### src/ufls_pkg.sv
/*
 ufls_pkg: constants, field layouts, reset values and types for the serial
 port fifo control, line format and line status block.
 Assumes a 200 MHz clk, APB register access with 16-bit byte addresses.
*/
package ufls_pkg;
   // register indices; byte address is four times the index
   localparam logic [13:0] IDX_DATA = 14'h2510;
   localparam logic [13:0] IDX_DIVH = 14'h2511;
   localparam logic [13:0] IDX_FCR = 14'h2512;
   localparam logic [13:0] IDX_LCR = 14'h2513;
   localparam logic [13:0] IDX_LSR = 14'h2515;
   localparam logic [13:0] IDX_RIL = 14'h2518;
   // fifo control fields
   localparam int FCR_TRIG_LO = 6;
   localparam int FCR_TXFL = 2;
   localparam int FCR_RXFL = 1;
   // reset values
   localparam logic [1:0] TRIG_RST = 2'h3;
   localparam logic [7:0] LCR_RST = 8'h03;
   localparam logic [15:0] DIV_RST = 16'h0010;
   localparam logic [7:0] RIL_RST = 8'h00;
   // trigger thresholds for codes 0..3
   localparam logic [7:0] TRIG_T0 = 8'h01;
   localparam logic [7:0] TRIG_T1 = 8'h04;
   localparam logic [7:0] TRIG_T2 = 8'h08;
   localparam logic [7:0] TRIG_T3 = 8'h0e;
   // fifo geometry and indices into the fifo arrays
   localparam int DEPTH = 16;
   localparam int PTR_W = 4;
   localparam int ENT_W = 11;
   localparam logic [4:0] FULL_CNT = 5'h10;
   localparam int TXF = 0;
   localparam int RXF = 1;
   localparam logic [5:0] TOUT_CHARS = 6'h04;

   typedef struct packed {
      logic divisor_latch_access;
      logic brk;
      logic stick;
      logic even;
      logic parity_enable;
      logic stop2;
      logic [1:0] len;
   } ufls_lcr_t;

   typedef struct packed {
      logic bi;
      logic fe;
      logic pe;
      logic [7:0] data;
   } ufls_ent_t;

   typedef enum logic [3:0] {
      S_NONE, S_DATA, S_DIVL, S_DIVH, S_FCR, S_LCR, S_LSR, S_RIL, S_BAD
   } ufls_sel_t;

   typedef enum logic [2:0] {
      TX_IDLE, TX_LOAD, TX_START, TX_DATA, TX_PAR, TX_STOP
   } ufls_tx_st_t;

   typedef enum logic [2:0] {
      RX_IDLE, RX_START, RX_DATA, RX_PAR, RX_STOP, RX_BRK
   } ufls_rx_st_t;
endpackage : ufls_pkg

### src/ufls_mem.sv
/*
 ufls_mem: small fifo storage array with a registered read port.
 Assumes the caller keeps pointers; a write to the address being read
 is passed straight to the read register.
*/
`timescale 1ns/1ps
module ufls_mem #(
   parameter int W = 11,
   parameter int D = 16,
   parameter int AW = 4
) (
   input wire logic clk,
   input wire logic rst,
   input wire logic ce,
   input wire logic we,
   input wire logic [AW-1:0] waddr,
   input wire logic [W-1:0] wdata,
   input wire logic [AW-1:0] raddr,
   output logic [W-1:0] rdata_r
);
   logic [W-1:0] mem [D];

   // storage, no reset needed
   always_ff @(posedge clk) begin
      if (ce && we) begin
         mem[waddr] <= wdata;
      end
   end

   // bypass keeps the head valid right after a push into an empty fifo
   always_ff @(posedge clk or posedge rst) begin
      if (rst) begin
         rdata_r <= '0;
      end else if (ce) begin
         rdata_r <= (we && waddr == raddr) ? wdata : mem[raddr];
      end
   end
endmodule : ufls_mem

### src/ufls_top.sv
/*
 ufls_top: fifo control, line format and line status of a serial port,
 with transmitter, receiver, two 16-entry fifos and an APB slave.
 Assumes rx_pin is asynchronous; pready inserts one wait state.
*/
// The APB interface to the registers was chosen for this implementation.
`timescale 1ns/1ps
module ufls_top (
   input wire logic clk,
   input wire logic rst,
   input wire logic ce,
   input wire logic psel,
   input wire logic penable,
   input wire logic pwrite,
   input wire logic [15:0] paddr,
   input wire logic [31:0] pwdata,
   output logic [31:0] prdata,
   output logic pready,
   output logic pslverr,
   input wire logic rx_pin,
   output logic tx_pin,
   output logic rx_data_irq,
   output logic tx_empty_irq,
   output logic line_status_irq,
   output logic rx_timeout_irq
);
   ufls_pkg::ufls_lcr_t lcr_r;
   ufls_pkg::ufls_sel_t sel;
   ufls_pkg::ufls_tx_st_t tx_st;
   ufls_pkg::ufls_rx_st_t rx_st;
   ufls_pkg::ufls_ent_t head, rx_ent;
   logic [1:0] trig_r;
   logic [15:0] div_r;
   logic [7:0] ril_r, thr, lsr_v, rmux;
   logic ack_r, done, wr, rd;
   logic [ufls_pkg::PTR_W-1:0] wp [2];
   logic [ufls_pkg::PTR_W-1:0] rp [2];
   logic [4:0] cnt [2];
   logic [1:0] push, pop, fl;
   logic [ufls_pkg::ENT_W-1:0] wdat [2];
   logic [ufls_pkg::ENT_W-1:0] rdat [2];
   logic [16:0] bit_clks, half_clks, stop_clks, tx_tmr, rx_tmr;
   logic [3:0] clen;
   logic [7:0] tx_sh, rx_sh;
   logic [2:0] tx_bitn, rx_bitn;
   logic tx_par, line_nxt;
   logic rx_s1, rx_s2, rx_q, rx_zero, rx_pbit, rx_done, rx_brk;
   logic oe_r, rx_error_any_r, seen_r;
   logic [21:0] tout_r, tout_lim;
   logic [5:0] char_bits;

   // data bits per character from the length code
   function automatic logic [3:0] char_len_f(input logic [1:0] len);
      return 4'h5 + {2'h0, len};
   endfunction : char_len_f

   // parity bit for a character, shared by sender and checker
   function automatic logic par_f(input logic [7:0] d, input ufls_pkg::ufls_lcr_t l);
      logic [7:0] m;
      m = 8'hff >> (4'h8 - char_len_f(l.len));
      return l.stick ? ~l.even : (^(d & m)) ^ ~l.even;
   endfunction : par_f

   // register decode; the shared index moves with the latch access bit
   always_comb begin
      case (paddr[15:2])
         ufls_pkg::IDX_DATA: sel = lcr_r.divisor_latch_access ? ufls_pkg::S_DIVL : ufls_pkg::S_DATA;
         ufls_pkg::IDX_DIVH: sel = lcr_r.divisor_latch_access ? ufls_pkg::S_DIVH : ufls_pkg::S_NONE;
         ufls_pkg::IDX_FCR: sel = ufls_pkg::S_FCR;
         ufls_pkg::IDX_LCR: sel = ufls_pkg::S_LCR;
         ufls_pkg::IDX_LSR: sel = ufls_pkg::S_LSR;
         ufls_pkg::IDX_RIL: sel = ufls_pkg::S_RIL;
         default: sel = ufls_pkg::S_BAD;
      endcase
   end

   // apb handshake: one wait state so read data comes from a flop
   assign pready = psel & penable & ack_r & ce;
   assign pslverr = pready & (sel == ufls_pkg::S_BAD);
   assign done = pready;
   assign wr = done & pwrite;
   assign rd = done & ~pwrite;

   always_ff @(posedge clk or posedge rst) begin
      if (rst) begin
         ack_r <= 1'b0;
      end else if (ce) begin
         ack_r <= psel & penable & ~ack_r;
      end
   end

   // read mux, captured in the first access cycle
   always_comb begin
      case (sel)
         ufls_pkg::S_DATA: rmux = head.data;
         ufls_pkg::S_DIVL: rmux = div_r[7:0];
         ufls_pkg::S_DIVH: rmux = div_r[15:8];
         ufls_pkg::S_LCR: rmux = lcr_r;
         ufls_pkg::S_LSR: rmux = lsr_v;
         ufls_pkg::S_RIL: rmux = ril_r;
         default: rmux = 8'h00;
      endcase
   end

   always_ff @(posedge clk or posedge rst) begin
      if (rst) begin
         prdata <= 32'h0;
      end else if (ce && psel && penable && !ack_r && !pwrite) begin
         prdata <= {24'h0, rmux};
      end
   end

   // software written control registers
   always_ff @(posedge clk or posedge rst) begin
      if (rst) begin
         lcr_r <= ufls_pkg::LCR_RST;
         trig_r <= ufls_pkg::TRIG_RST;
         div_r <= ufls_pkg::DIV_RST;
         ril_r <= ufls_pkg::RIL_RST;
      end else if (wr) begin
         case (sel)
            ufls_pkg::S_LCR: lcr_r <= pwdata[7:0];
            ufls_pkg::S_FCR: trig_r <= pwdata[ufls_pkg::FCR_TRIG_LO +: 2];
            ufls_pkg::S_DIVL: div_r[7:0] <= pwdata[7:0];
            ufls_pkg::S_DIVH: div_r[15:8] <= pwdata[7:0];
            ufls_pkg::S_RIL: ril_r <= pwdata[7:0];
            default: ;
         endcase
      end
   end

   // flush bits are never stored, only pulsed
   assign fl[ufls_pkg::TXF] = wr & (sel == ufls_pkg::S_FCR) & pwdata[ufls_pkg::FCR_TXFL];
   assign fl[ufls_pkg::RXF] = wr & (sel == ufls_pkg::S_FCR) & pwdata[ufls_pkg::FCR_RXFL];
   assign push[ufls_pkg::TXF] = wr & (sel == ufls_pkg::S_DATA) & (cnt[ufls_pkg::TXF] != ufls_pkg::FULL_CNT);
   assign pop[ufls_pkg::TXF] = ce & (tx_st == ufls_pkg::TX_LOAD);
   assign wdat[ufls_pkg::TXF] = {3'h0, pwdata[7:0]};
   assign rx_done = ce & (rx_st == ufls_pkg::RX_STOP) & (rx_tmr == 17'h0);
   assign push[ufls_pkg::RXF] = rx_done & (cnt[ufls_pkg::RXF] != ufls_pkg::FULL_CNT);
   assign pop[ufls_pkg::RXF] = rd & (sel == ufls_pkg::S_DATA) & (cnt[ufls_pkg::RXF] != 5'h0);
   assign wdat[ufls_pkg::RXF] = rx_ent;
   assign head = rdat[ufls_pkg::RXF];

   // both fifos share one pointer scheme
   for (genvar g = 0; g < 2; g++) begin : g_fifo
      always_ff @(posedge clk or posedge rst) begin
         if (rst) begin
            wp[g] <= '0;
            rp[g] <= '0;
            cnt[g] <= 5'h0;
         end else if (ce) begin
            if (fl[g]) begin
               wp[g] <= '0;
               rp[g] <= '0;
               cnt[g] <= 5'h0;
            end else begin
               wp[g] <= wp[g] + ufls_pkg::PTR_W'(push[g]);
               rp[g] <= rp[g] + ufls_pkg::PTR_W'(pop[g]);
               cnt[g] <= cnt[g] + {4'h0, push[g]} - {4'h0, pop[g]};
            end
         end
      end

      ufls_mem #(.W(ufls_pkg::ENT_W), .D(ufls_pkg::DEPTH), .AW(ufls_pkg::PTR_W)) u_mem (
         .clk(clk),
         .rst(rst),
         .ce(ce),
         .we(push[g] & ~fl[g]),
         .waddr(wp[g]),
         .wdata(wdat[g]),
         .raddr(rp[g]),
         .rdata_r(rdat[g])
      );
   end

   // bit timing from the divisor; zero divisor treated as one
   assign bit_clks = (div_r == 16'h0) ? 17'h1 : {1'b0, div_r};
   assign half_clks = bit_clks >> 1;
   assign clen = char_len_f(lcr_r.len);
   assign stop_clks = !lcr_r.stop2 ? bit_clks :
      (lcr_r.len == 2'h0) ? bit_clks + half_clks : bit_clks << 1;

   // transmitter sequence
   always_ff @(posedge clk or posedge rst) begin
      if (rst) begin
         tx_st <= ufls_pkg::TX_IDLE;
         tx_tmr <= 17'h0;
         tx_sh <= 8'h0;
         tx_bitn <= 3'h0;
         tx_par <= 1'b0;
      end else if (ce) begin
         if (fl[ufls_pkg::TXF]) begin
            tx_st <= ufls_pkg::TX_IDLE;
         end else if (tx_st != ufls_pkg::TX_IDLE && tx_st != ufls_pkg::TX_LOAD && tx_tmr != 17'h0) begin
            tx_tmr <= tx_tmr - 17'h1;
         end else begin
            case (tx_st)
               ufls_pkg::TX_IDLE: if (cnt[ufls_pkg::TXF] != 5'h0) tx_st <= ufls_pkg::TX_LOAD;
               ufls_pkg::TX_LOAD: begin
                  tx_sh <= rdat[ufls_pkg::TXF][7:0];
                  tx_par <= par_f(rdat[ufls_pkg::TXF][7:0], lcr_r);
                  tx_tmr <= bit_clks - 17'h1;
                  tx_st <= ufls_pkg::TX_START;
               end
               ufls_pkg::TX_START: begin
                  tx_bitn <= 3'h0;
                  tx_tmr <= bit_clks - 17'h1;
                  tx_st <= ufls_pkg::TX_DATA;
               end
               ufls_pkg::TX_DATA: begin
                  tx_sh <= tx_sh >> 1;
                  tx_bitn <= tx_bitn + 3'h1;
                  if ({1'b0, tx_bitn} == clen - 4'h1) begin
                     tx_st <= lcr_r.parity_enable ? ufls_pkg::TX_PAR : ufls_pkg::TX_STOP;
                     tx_tmr <= lcr_r.parity_enable ? bit_clks - 17'h1 : stop_clks - 17'h1;
                  end else begin
                     tx_tmr <= bit_clks - 17'h1;
                  end
               end
               ufls_pkg::TX_PAR: begin
                  tx_tmr <= stop_clks - 17'h1;
                  tx_st <= ufls_pkg::TX_STOP;
               end
               ufls_pkg::TX_STOP: tx_st <= ufls_pkg::TX_IDLE;
               default: tx_st <= ufls_pkg::TX_IDLE;
            endcase
         end
      end
   end

   always_comb begin
      case (tx_st)
         ufls_pkg::TX_START: line_nxt = 1'b0;
         ufls_pkg::TX_DATA: line_nxt = tx_sh[0];
         ufls_pkg::TX_PAR: line_nxt = tx_par;
         default: line_nxt = 1'b1;
      endcase
   end

   // line register; break overrides whatever the sequencer shows
   always_ff @(posedge clk or posedge rst) begin
      if (rst) begin
         tx_pin <= 1'b1;
      end else if (ce) begin
         tx_pin <= lcr_r.brk ? 1'b0 : line_nxt;
      end
   end

   // receive pin synchroniser; rx_s1 feeds only rx_s2
   always_ff @(posedge clk or posedge rst) begin
      if (rst) begin
         rx_s1 <= 1'b1;
         rx_s2 <= 1'b1;
         rx_q <= 1'b1;
      end else if (ce) begin
         rx_s1 <= rx_pin;
         rx_s2 <= rx_s1;
         rx_q <= rx_s2;
      end
   end

   // character assembled at the stop sample; break wins over its contents
   assign rx_brk = rx_zero & ~rx_s2;
   always_comb begin
      rx_ent.data = rx_brk ? 8'h00 : rx_sh >> (4'h8 - clen);
      rx_ent.bi = rx_brk;
      rx_ent.fe = ~rx_s2;
      rx_ent.pe = ~rx_brk & lcr_r.parity_enable & (rx_pbit != par_f(rx_ent.data, lcr_r));
   end

   // receiver sequence, samples at mid-bit
   always_ff @(posedge clk or posedge rst) begin
      if (rst) begin
         rx_st <= ufls_pkg::RX_IDLE;
         rx_tmr <= 17'h0;
         rx_sh <= 8'h0;
         rx_bitn <= 3'h0;
         rx_zero <= 1'b0;
         rx_pbit <= 1'b0;
      end else if (ce) begin
         if (rx_st != ufls_pkg::RX_IDLE && rx_st != ufls_pkg::RX_BRK && rx_tmr != 17'h0) begin
            rx_tmr <= rx_tmr - 17'h1;
         end else begin
            case (rx_st)
               ufls_pkg::RX_IDLE: if (rx_q && !rx_s2) begin
                  rx_tmr <= half_clks;
                  rx_st <= ufls_pkg::RX_START;
               end
               ufls_pkg::RX_START: begin
                  rx_bitn <= 3'h0;
                  rx_zero <= 1'b1;
                  rx_tmr <= bit_clks - 17'h1;
                  rx_st <= rx_s2 ? ufls_pkg::RX_IDLE : ufls_pkg::RX_DATA; // glitch rejected
               end
               ufls_pkg::RX_DATA: begin
                  rx_sh <= {rx_s2, rx_sh[7:1]};
                  rx_zero <= rx_zero & ~rx_s2;
                  rx_bitn <= rx_bitn + 3'h1;
                  rx_tmr <= bit_clks - 17'h1;
                  if ({1'b0, rx_bitn} == clen - 4'h1) begin
                     rx_st <= lcr_r.parity_enable ? ufls_pkg::RX_PAR : ufls_pkg::RX_STOP;
                  end
               end
               ufls_pkg::RX_PAR: begin
                  rx_pbit <= rx_s2;
                  rx_zero <= rx_zero & ~rx_s2;
                  rx_tmr <= bit_clks - 17'h1;
                  rx_st <= ufls_pkg::RX_STOP;
               end
               ufls_pkg::RX_STOP: rx_st <= rx_brk ? ufls_pkg::RX_BRK : ufls_pkg::RX_IDLE;
               ufls_pkg::RX_BRK: if (rx_s2) rx_st <= ufls_pkg::RX_IDLE;
               default: rx_st <= ufls_pkg::RX_IDLE;
            endcase
         end
      end
   end

   // line status view; head flags hide once a status read has shown them
   always_comb begin
      lsr_v[0] = cnt[ufls_pkg::RXF] != 5'h0;
      lsr_v[1] = oe_r;
      lsr_v[2] = lsr_v[0] & ~seen_r & head.pe;
      lsr_v[3] = lsr_v[0] & ~seen_r & head.fe;
      lsr_v[4] = lsr_v[0] & ~seen_r & head.bi;
      lsr_v[5] = cnt[ufls_pkg::TXF] == 5'h0;
      lsr_v[6] = lsr_v[5] & (tx_st == ufls_pkg::TX_IDLE);
      lsr_v[7] = rx_error_any_r;
   end

   // sticky status; only bits the read returned are cleared, a new set wins
   always_ff @(posedge clk or posedge rst) begin
      if (rst) begin
         oe_r <= 1'b0;
         rx_error_any_r <= 1'b0;
         seen_r <= 1'b0;
      end else if (ce) begin
         if (rx_done && !push[ufls_pkg::RXF]) begin
            oe_r <= 1'b1;
         end else if (rd && sel == ufls_pkg::S_LSR && prdata[1]) begin
            oe_r <= 1'b0;
         end
         if (push[ufls_pkg::RXF] && (rx_ent.pe || rx_ent.fe || rx_ent.bi)) begin
            rx_error_any_r <= 1'b1;
         end else if (fl[ufls_pkg::RXF] || (rd && sel == ufls_pkg::S_LSR && prdata[7])) begin
            rx_error_any_r <= 1'b0;
         end
         if (pop[ufls_pkg::RXF] || fl[ufls_pkg::RXF]) begin
            seen_r <= 1'b0;
         end else if (rd && sel == ufls_pkg::S_LSR && |prdata[4:2]) begin
            seen_r <= 1'b1;
         end
      end
   end

   // receive threshold: a nonzero level register overrides the two-bit code
   always_comb begin
      case (trig_r)
         2'h0: thr = ufls_pkg::TRIG_T0;
         2'h1: thr = ufls_pkg::TRIG_T1;
         2'h2: thr = ufls_pkg::TRIG_T2;
         default: thr = ufls_pkg::TRIG_T3;
      endcase
      if (ril_r != 8'h00) begin
         thr = ril_r;
      end
   end

   // timeout limit is four whole character times in clocks
   assign char_bits = 6'h1 + {2'h0, clen} + {5'h0, lcr_r.parity_enable} + (lcr_r.stop2 ? 6'h2 : 6'h1);
   // widened first so the clock count cannot wrap in the 17 bits of bit_clks
   assign tout_lim = 22'(bit_clks) * 22'(char_bits) * 22'(ufls_pkg::TOUT_CHARS);

   always_ff @(posedge clk or posedge rst) begin
      if (rst) begin
         tout_r <= 22'h0;
      end else if (ce) begin
         if (lsr_v[0] == 1'b0 || push[ufls_pkg::RXF] || pop[ufls_pkg::RXF]) begin
            tout_r <= 22'h0;
         end else if (tout_r < tout_lim) begin
            tout_r <= tout_r + 22'h1;
         end
      end
   end

   // registered indications for the interrupt controller
   always_ff @(posedge clk or posedge rst) begin
      if (rst) begin
         rx_data_irq <= 1'b0;
         tx_empty_irq <= 1'b1;
         line_status_irq <= 1'b0;
         rx_timeout_irq <= 1'b0;
      end else if (ce) begin
         rx_data_irq <= {3'h0, cnt[ufls_pkg::RXF]} >= thr;
         tx_empty_irq <= lsr_v[5];
         line_status_irq <= |lsr_v[4:1];
         rx_timeout_irq <= lsr_v[0] && tout_r >= tout_lim;
      end
   end
endmodule : ufls_top

### config.mk
export PLATFORM = sky130hd
export DESIGN_NAME = ufls_top
export DESIGN_NICKNAME = d
export VERILOG_FILES = /design/src/ufls_pkg.sv /design/src/ufls_mem.sv /design/src/ufls_top.sv
export SDC_FILE = /design/constraint.sdc
export NUM_CORES = 1
export LEC_CHECK = 0
export BUFFER_PORTS_ARGS = -buffer_cell sky130_fd_sc_hd__buf_2
export CORE_ASPECT_RATIO = 0.8
export CORE_UTILIZATION = 51
export CTS_BUF_LIST = sky130_fd_sc_hd__clkbuf_8
export DETAILED_ROUTE_END_ITERATION = 8
export PLACE_DENSITY = 0.75
export SKIP_CTS_REPAIR_TIMING = 1
export SKIP_LAST_GASP = 1
export SYNTH_ARGS = -nofsm -noshare
export SYNTH_HDL_FRONTEND = slang
export SYNTH_SLANG_ARGS = --single-unit
### constraint.sdc
create_clock -name clk -period 20.2 [get_ports clk]
set_input_delay 3.03 -clock clk [delete_from_list [all_inputs] [get_ports clk]]
set_output_delay 3.03 -clock clk [all_outputs]
set_load 0.01 [all_outputs]
## Word-level counts from Yosys, hierarchy flattened

Memories as Yosys holds them, arrays and structs flattened. A register that Yosys moved wholly into a read port is not among the register bits.
Cells that the tools add are included.
W data, S select, Z words.

| storage, ports and cells | value |
|---|---|
| register bits after elaboration | 167 |
| latch bits | 0 |
| memory bits (writable) | 304 |
| ROM bits | 0 |
| output and inout bits | 39 |
| logic and storage cells | 290 |
| memories | 2 |

Memory list:

| name | depth | bits a word | rd ports | clocked after memory_dff | write ports | RTL line | text |
|---|---|---|---|---|---|---|---|
| g_fifo[1].u_mem.mem | 16 | 11 | 1 | 1 | 1 | ufls_mem.sv:21 | `logic [W-1:0] mem [D];` |
| g_fifo[0].u_mem.mem | 16 | 8 | 1 | 1 | 1 | ufls_mem.sv:21 |  |

| operators by class | value |
|---|---|
| add/sub/neg operators | 22 |
| $mul | 1 |
| div/mod/pow operators | 0 |
| magnitude comparators | 3 |
| equality and inequality tests | 39 |
| shift operators | 2 |
| muxes and demuxes | 57 |
| bitwise logic cells | 43 |
| reductions and logical operators | 79 |

Operators with widths:

| operator | count |
|---|---|
| $mux W17 | 7 |
| $eq A14 B14 Y1 const B | 6 |
| $pmux W17 S3 | 1 |
| $sub A17 B1 Y17 const B | 3 |
| $pmux W8 S6 | 1 |
| $mux W22 | 2 |
| $pmux W17 S2 | 1 |
| $reduce_bool A17 Y1 | 2 |
| $and A1 B1 Y1 | 28 |
| $mux W3 | 9 |
| $pmux W4 S6 | 1 |
| $add A22 B1 Y22 const B | 1 |
| $ge A22 B22 Y1 | 1 |
| $lt A22 B22 Y1 | 1 |
| $mul A16 B6 Y20 | 1 |
| $logic_and A1 B1 Y1 | 18 |
| $pmux W3 S6 | 1 |
| $reduce_and A2 Y1 | 9 |
| $reduce_and A3 Y1 | 6 |
| $add A16 B15 Y17 | 1 |
| $logic_not A17 Y1 | 1 |
| $sub A16 B1 Y17 const B | 1 |
| $add A4 B1 Y4 | 4 |
| $and A8 B8 Y8 | 2 |
| 58 further kinds | 138 |

## Depth between registers and ports, before layout

Gate-level depths: netlist of the first run.

| logic depth | value |
|---|---|
| word-level depth | 15 |
| depth in mapped cells | 36 |
| depth with buffers taken out | 33 |

## Hierarchy

Synthesis of the first run repeated with hierarchy kept, for this count alone.

| second synthesis, totals | value |
|---|---|
| cell total of the unflattened synthesis | 2571 |
| area total of the unflattened synthesis | 30120.1 um^2 |

By module, submodules not included:

| module | instances | cells each | area an instance (um^2) |
|---|---|---|---|
| ufls_top | 1 | 1839 | 15411.0 |
| ufls_mem | 2 | 366 | 7354.6 |

## Worst setup path after synthesis of the first run

Ideal clock, no wire load.

| timing path | value |
|---|---|
| path type | register -> register |
| from | register lcr_r[0] in the netlist's numbering |
| to | register tout_r[19] |
| library setup time | 0.078 ns |
| arrival | 8.137 ns |
| required time | 20.122 ns |
| setup slack | 11.985 ns |
| stages on the path, launching flop included | 32 |
| path buffers | 3 |
| period minus slack after synthesis | 8.215 ns |
| cell sequence | dfstp_2 > clkbuf_1 > inv_1 > fa_1 > fa_1 > xor2_1 > clkbuf_1 > nor2_1 > fa_1 > fa_1 > fa_1 > ha_1 > a21o_1 > a21oi_1 > o21ba_2 > o21ai_0 > nand4_1 > a31oi_1 > a21o_1 > a21oi_1 > xor2_1 > ha_1 > a21o_1 > a21o_1 > a211oi_1 > a31oi_1 > and2_1 > clkbuf_1 > a2111oi_2 > nand3_1 > or2_2 > a21oi_1 |

| on the way | value |
|---|---|
| cells in the longest elaborated chain, start to end | 8 |

Ends and longest elaborated chain:

| item | RTL line | text |
|---|---|---|
| from (decl) | ufls_top.sv:27 | `ufls_pkg::ufls_lcr_t lcr_r;` |
| from (signal assigned) | ufls_top.sv:116 | `lcr_r <= ufls_pkg::LCR_RST;` |
| from (signal assigned) | ufls_top.sv:122 | `ufls_pkg::S_LCR: lcr_r <= pwdata[7:0];` |
| $add A3 B2 Y4 | ufls_top.sv:54 | `return 4'h5 + {2'h0, len};` |
| $add A1 B4 Y5 | ufls_top.sv:369 | `assign char_bits = 6'h1 + {2'h0, clen} + {5'h0, lcr_r.parity_enable} + (lcr_r.stop2 ? 6'h2 : 6'h1);` |
| $add A5 B1 Y6 | ufls_top.sv:369 |  |
| $add A6 B2 Y6 | ufls_top.sv:369 |  |
| $mul A16 B6 Y20 | ufls_top.sv:371 | `assign tout_lim = 22'(bit_clks) * 22'(char_bits) * 22'(ufls_pkg::TOUT_CHARS);` |
| $lt A22 B22 Y1 | ufls_top.sv:379 | `end else if (tout_r < tout_lim) begin` |
| $reduce_bool A2 Y1 (no line) | n/a |  |
| $reduce_and A2 Y1 (no line) | n/a |  |
| to (signal assigned) | ufls_top.sv:380 | `tout_r <= tout_r + 22'h1;` |
| to (decl) | ufls_top.sv:49 | `logic [21:0] tout_r, tout_lim;` |

No other way between the ends.
A chain may end at the register's enable or synchronous reset.

## Worst setup path in the final report of the first run

Ends and elaborated chain as after synthesis.

==> results by group, run 1 <==
Setup path
  – Worst setup EP type: register
  – Buffers & Inverters on Critical Path: 2
  – Crit-path max cell delay: 0.80 ns
  – Top Family by Delay on Critical Path: adder cells
  – Worst path most repeated cell: fa_1
  – Setup crit start kind: register
  – Critical Path Fanout Max: 16
  – Worst Path Arrival: about 10 ns
  – WS Path Type: register to register
  – Critical-path top delay cell: fa_1
  – Req. time, crit path: 20.75 ns

Synthesis
  – Xor/xnor share of the synthesized area: 0.0307
  – Synth Cell Area: ~28000 µm²
  – Post-synth EDFFs: 304
  – Top FF cell, synth: edfxtp_1
  – Netlist cell types: 96
  – Synthesized flop and latch total: 490
  – Cell taking the most area after synthesis: edfxtp_1
  – Top cell type's share of synthesized area: 0.324
  – Yosys synthesis warning count: 0
  – Synth area leaders: edfxtp_1 (32%), dfrtp_1 (16%), mux4_2 (8.0%)
  – Adder-Cell Fraction of Synth Area: 0.0952
  – Syn Area/Cell: around 12 µm²
  – Ys async rst share: 0.380
  – Mux contribution to synthesized area: 0.110
  – Synth Area in Compound Gates: 0.110
  – Sequential area share after synthesis: 0.490
  – Post-synthesis simple-gate area fraction: 0.121
  – Largest family of logic cells by synthesized area: simple AND/OR/NAND/NOR gates
  – Post-synthesis cell count: 2403

Drt
  – DR WL/cell: 21.9 µm
  – Antenna Nets Post-Route: 0
  – Final routed DRC violation total: 0
  – Wirelength, routed: 70600 µm
  – Drt first pass iters: 6
  – Initial DRC count: 2295
  – Via count: between 20000 and 25000
  – Via density: just over 6

Floorplanning
  – Chip Height: 212 µm
  – Die area: between 50000 and 60000 µm²
  – Core box area: 54200 µm²
  – Die width: approximately 260 µm
  – Std-Cell Rows: 76
  – IO Count: 94
  – Initial Util: 0.519

CTS
  – Clock Pin Slew Worst Setup and Hold Paths: 0.06 ns
  – TritonCTS buffer count: 78
  – TritonCTS clock tree: built
  – Root Buffer: clkbuf_8
  – H-tree levels: 3
  – Sink Count: 490
  – Clk Latency, worst-skew pair: 0.68 ns
  – Clock buffer depth: 3

STA
  – Final Hold Viols: 0
  – Worst rel slew slack: 0.0993
  – Setup Viol. Count Final: 0
  – Hold_ws: around 0.48 ns
  – Crit share post-route: 0.456
  – Final min period: between 9 and 10 ns
  – FMAX: 109 MHz
  – Unrepaired setup endpoints after global routing: no
  – Final Skew: 0.0614 ns
  – Worst slew pin tran: 1.34 ns
  – Slew Viols, Final: 0
  – Fin Setup TNS: 0 ns

GRT
  – Total track usage: 0.255
  – Vias in the first global route: 19600
  – Initial antenna violation count: 0
  – GRT overflow: 0
  – First-pass GRT wire length: between 100000 and 150000 µm
  – Largest net degree at the start of global routing: 104

Worst hold path
  – Worst hold path type: register to register

Power
  – Leak: 12.5 nW
  – Worst IR Drop VDD: 0.0725 mV
  – Power density over the cells: just over 90 nW/µm²

Placed design
  – Number of port buffers: 43
  – GPL Wtd Cong: 0.969
  – DP HPWL: 49200 µm

Final layout
  – Commonest non-fill, non-tap cell in the layout: edfxtp_1
  – Diode count: 0
  – P&R area growth vs syn: 8.93%
  – Most frequent cells in the layout: edfxtp_1 (304), nor2_1 (234), inv_1 (186)
  – Final nets: 2703
  – Fillers: 4307
  – Share of cells above drive strength 1: 0.157

Run
  – # Max-Cap Violations: 0

Outcome
  – Run status: complete, no violations
state kept, by name, indices dropped and copies added (netlist names), 2 cells and up:
| name | cells |
|---|---|
| g_fifo.u_mem.mem | 304 |
| tout_r | 22 |
| g_fifo.u_mem.rdata_r | 19 |
| rx_tmr | 17 |
| tx_tmr | 17 |
| div_r | 16 |
| cnt | 10 |
| lcr_r | 8 |
| prdata | 8 |
| ril_r | 8 |
| rp | 8 |
| rx_sh | 8 |
| tx_sh | 8 |
| wp | 8 |
| rx_bitn | 3 |
| rx_st | 3 |
| tx_bitn | 3 |
| tx_st | 3 |
| trig_r | 2 |
routing by layer:
layer	share of wire	GRT usage	vias up
li1	-	-	8978
met2	0.45	0.388	922
met5	0	0	-
met4	0.015	0.0578	0
met1	0.45	0.379	10056
met3	0.089	0.0489	96
power by group:
part           total, W  switching, W  internal [W]
combinational  0.000723      0.000431      0.000292
clock          0.000847      0.000407      0.000440
sequential      0.00125     0.0000979       0.00115
total           0.00282      0.000935       0.00188
synth_stat cells, drive strengths merged, types with 54 or more instances:
cell / n
o21ai: 119
nor2: 234
clkbuf: 83
a21oi: 137
ha: 139
inv: 158
nor3: 54
mux4: 100
edfxtp: 304
dfrtp: 176
nand2: 146
nand3: 63
area by class of cell:
class	instances	area, µm²	share of cell area
Clock buffer	87	1200	0.0391
Clock inverter	58	354	0.0115
Inverter	158	601	0.0196
Multi-Input combinational cell	1648	13300	0.433
Sequential cell	490	13800	0.450
Tap cell	702	878	0.0286
Timing Repair Buffer	86	541	0.0176
stage by stage:
step / instance area (µm²) / std cells / worst slack [ns] / total power, W / util
2_1_floorplan: 28200 / 2426 / 11.99 / 0.00177 / -
3_3_place_gp: 29100 / 3084 / 11.34 / 0.00193 / 0.537
3_5_place_dp: 29100 / 3084 / 11.15 / 0.00197 / 0.537
4_1_cts: 30700 / 3229 / 11.07 / 0.00281 / 0.566
5_1_grt: 30700 / 3229 / 10.26 / 0.00296 / 0.566
6_report: 30700 / 3229 / 10.99 / 0.00282 / 0.566
path summary, 6_finish.rpt:
path / from / end / slack (ns) / depth (start not counted)
setup / recovery: lcr_r[0] / tout_r[19] / 10.99 / 28
hold / removal: tx_pin / tx_pin / 0.48 / 2
setup reg to reg: lcr_r[0] / tout_r[19] / 10.99 / 28
hold reg to reg: tx_pin / tx_pin / 0.48 / 2
max in group asynchronous: rst / rp[0] / 15.98 / 3
min in group asynchronous: rst / tout_r[1] / 2.51 / 2
logic make-up after synthesis:
kind of cell | after synthesis
AO/OA/AOI/OAI | 470
XOR/XNOR | 97
adder cells (fa/ha/maj) | 186
buffers and inverters | 288
flip-flops | 490
multiplexers | 179
other | 1
AND/OR/NAND/NOR | 692
worst min-delay path: cells and delay by family (launching register included):
family	cells	cell delay (ns)
AOI/OAI and AO/OA	1	0.06
DFF	1	0.37
and+or+nand+nor	1	0.06
(Power assumes the default switching activity.)
==> inputs of run 2 (changes only) <==
==> constraint.sdc (replaced) <==
create_clock -name clk -period 9.4 [get_ports clk]
set_input_delay 1.41 -clock clk [delete_from_list [all_inputs] [get_ports clk]]
set_output_delay 1.41 -clock clk [all_outputs]
set_load 0.01 [all_outputs]
==> run 2 against run 1 <==
Compared with the run above:
- count of clock-buffer cells in the layout down 5
- final area about the same
- non-clock buffer count is 19 higher
- critical path type unchanged
- largest power group unchanged
- register-to-register slack got worse by 10 ns
- largest cell class unchanged
==> results by group, run 2 (synthesis results as in run 1) <==
Setup path
  – CP Depth: 28 (unchanged)
  – Top Family by Delay on Critical Path: adder cells
  – R2R setup slack: 0.50 ns (-10.50 ns)
  – Worst setup path end: tout_r[19]
  – WS Path Type: register to register
  – Worst Path Arrival: 9.47 ns (-0.29 ns)
  – Critical Path Fanout Max: 16 (unchanged)
  – Buffers & Inverters on Critical Path: 1 (-1)
  – Crit-path max cell delay: 0.77 ns (-0.03 ns)
  – Reg2Reg Capture Point: tout_r[19]
  – Worst r2r src: lcr_r[0]
  – Setup crit start kind: register
  – Req. time, crit path: 9.96 ns (-10.79 ns)
  – Worst r2r path cells: 28 (unchanged)
  – Worst setup EP type: register
  – CP startpoint: lcr_r[0]
  – Critical-path top delay cell: dfstp_2

Worst hold path
  – Worst hold path type: register to register
  – Min-delay src: rx_timeout_irq
  – Hold path cells: 2 (unchanged)

Floorplanning
  – IO Count: 94 (unchanged)
  – Initial Util: 0.519 (unchanged)
  – Die width: 265 µm (unchanged)
  – Chip Height: 212 µm (unchanged)
  – Die area: 56100 µm² (unchanged)
  – Std-Cell Rows: 76 (unchanged)
  – Core box area: 54200 µm² (unchanged)

Power
  – Leak: 12.7 nW (+0.87%)
  – Worst IR Drop VDD: 0.163 mV (+130%)
  – Power density over the cells: 192 nW/µm² (+110%)

CTS
  – TritonCTS clock tree: built
  – Clk Latency, worst-skew pair: 0.67 ns (about the same)
  – Clock buffer depth: 3 (unchanged)
  – TritonCTS buffer count: 78 (unchanged)
  – Root Buffer: clkbuf_8
  – Sink Count: 490 (unchanged)
  – Clock Pin Slew Worst Setup and Hold Paths: 0.06 ns (about the same)
  – H-tree levels: 3 (unchanged)

STA
  – Setup Viol. Count Final: 0 (unchanged)
  – Final Hold Viols: 0 (unchanged)
  – Worst slew pin tran: 1.32 ns (-0.0198 ns)
  – Worst rel slew slack: 0.113 (+0.0132)
  – Fin Setup TNS: 0 ns (unchanged)
  – Final Skew: 0.0408 ns (-0.0205 ns)
  – Crit share post-route: 0.947 (+0.491)
  – FMAX: 112 MHz (+3.4%)
  – Slew Viols, Final: 0 (unchanged)
  – Unrepaired setup endpoints after global routing: no
  – Final min period: 8.91 ns (-0.304 ns)

Final layout
  – Max reg flops: 304 (unchanged)
  – Final nets: 2722 (+0.70%)
  – Biggest register: g_fifo.u_mem.mem
  – P&R area growth vs syn: 9.02% (about the same)
  – Commonest non-fill, non-tap cell in the layout: edfxtp_1
  – Register Area: 13800 µm² (about the same)
  – Largest regs: g_fifo.u_mem.mem: 304 flops, tout_r: 22 flops, g_fifo.u_mem.rdata_r: 19 flops
  – Utilization after layout: 0.566 (about the same)
  – Most frequent cells in the layout: edfxtp_1 (304), nor2_1 (234), inv_1 (185)
  – Fillers: 4310 (+0.070%)
  – Share of cells above drive strength 1: 0.163 (+0.00570)
  – Area of the multi-input gates: 13300 µm² (about the same)

Outcome
  – Run status: complete, no violations

Drt
  – DR WL/cell: 22.1 µm (+0.83%)
  – Via count: 20202 (+0.75%)
  – Wirelength, routed: 71600 µm (+1.4%)
  – Initial DRC count: 2409 (+5.0%)
  – Via density: 6.22 (+0.22%)
  – Drt first pass iters: 6 (unchanged)
  – Final routed DRC violation total: 0 (unchanged)
  – Antenna Nets Post-Route: 0 (unchanged)

Placed design
  – DP HPWL: 50000 µm (+1.5%)
  – GPL Wtd Cong: 0.980 (+1.1%)
  – Number of port buffers: 43 (unchanged)

GRT
  – Initial antenna violation count: 1 (+1)
  – Total track usage: 0.258 (+0.00291)
  – Vias in the first global route: 19714 (+0.58%)
  – First-pass GRT wire length: 112000 µm (+0.80%)
  – GRT overflow: 0 (unchanged)
  – Largest net degree at the start of global routing: 131 (+26%)

Run
  – # Max-Cap Violations: 0 (unchanged)
[run 2: cell types whose count changed in the layout (fill, tap and decap cells not counted), sizes merged]
cell,before,now
clkinv,21,24
clkinvlp,0,3
diode,0,1
bufinv,3,0
buf,86,105
inv,192,191
clkbuf,87,82
[run 2: per-layer routing]
| layer | up-vias | global-route usage | wire [µm] |
|---|---|---|---|
| met3 | 96 | 0.0493 | 7170 |
| li1 | 9002 | - | - |
| met4 | 0 | 0.0710 | 1260 |
| met5 | - | 0 | 0 |
| met2 | 971 | 0.388 | 32200 |
| met1 | 10133 | 0.383 | 31000 |
[run 2: metrics by stage]
stage / hold slack, ns / cells / instance area (µm²) / worst slack (ns) / power, W
2_1_floorplan: 0.411 / 2426 / 28200 / 1.19 / 0.00380
3_3_place_gp: 0.465 / 3103 / 29300 / 0.603 / 0.00414
3_5_place_dp: 0.474 / 3103 / 29300 / 0.421 / 0.00422
4_1_cts: 0.491 / 3245 / 30700 / 0.404 / 0.00590
5_1_grt: 0.512 / 3245 / 30700 / 0.00673 / 0.00621
6_report: 0.483 / 3246 / 30700 / 0.495 / 0.00591
[run 2: power breakdown]
part / leakage, nW / total (W) / switching (W) / internal, W
logic: 6.72 / 0.00152 / 0.000898 / 0.000618
clock network: 0.828 / 0.00169 / 0.000867 / 0.000822
registers: 5.11 / 0.00270 / 0.000233 / 0.00247
total: 12.7 / 0.00591 / 0.00200 / 0.00391
[run 2: layout make-up]
class | instances | area share
Antenna cell | 1 | 0.0000815
Clock buffer | 82 | 0.0368
Clock inverter | 60 | 0.00958
Inverter | 158 | 0.0196
Multi-Input combinational cell | 1648 | 0.433
Sequential cell | 490 | 0.450
Tap cell | 702 | 0.0286
Timing Repair Buffer | 105 | 0.0223
[run 2: how the worst min path moves through the flow]
stage                                 to
after floorplan                   tx_pin
after global placement         prdata[0]
after detailed placement  rx_timeout_irq
after CTS                 rx_timeout_irq
after global routing      rx_timeout_irq
final                     rx_timeout_irq
[run 2: worst register-to-register path: cells and delay by family, from the launching register on]
kind | cells | cell delay, ns
compound gates | 13 | 2.70
buf+inv | 1 | 0.30
simple gates | 5 | 1.09
fa+ha+maj | 7 | 3.24
xor+xnor | 2 | 0.70
flops | 1 | 0.77
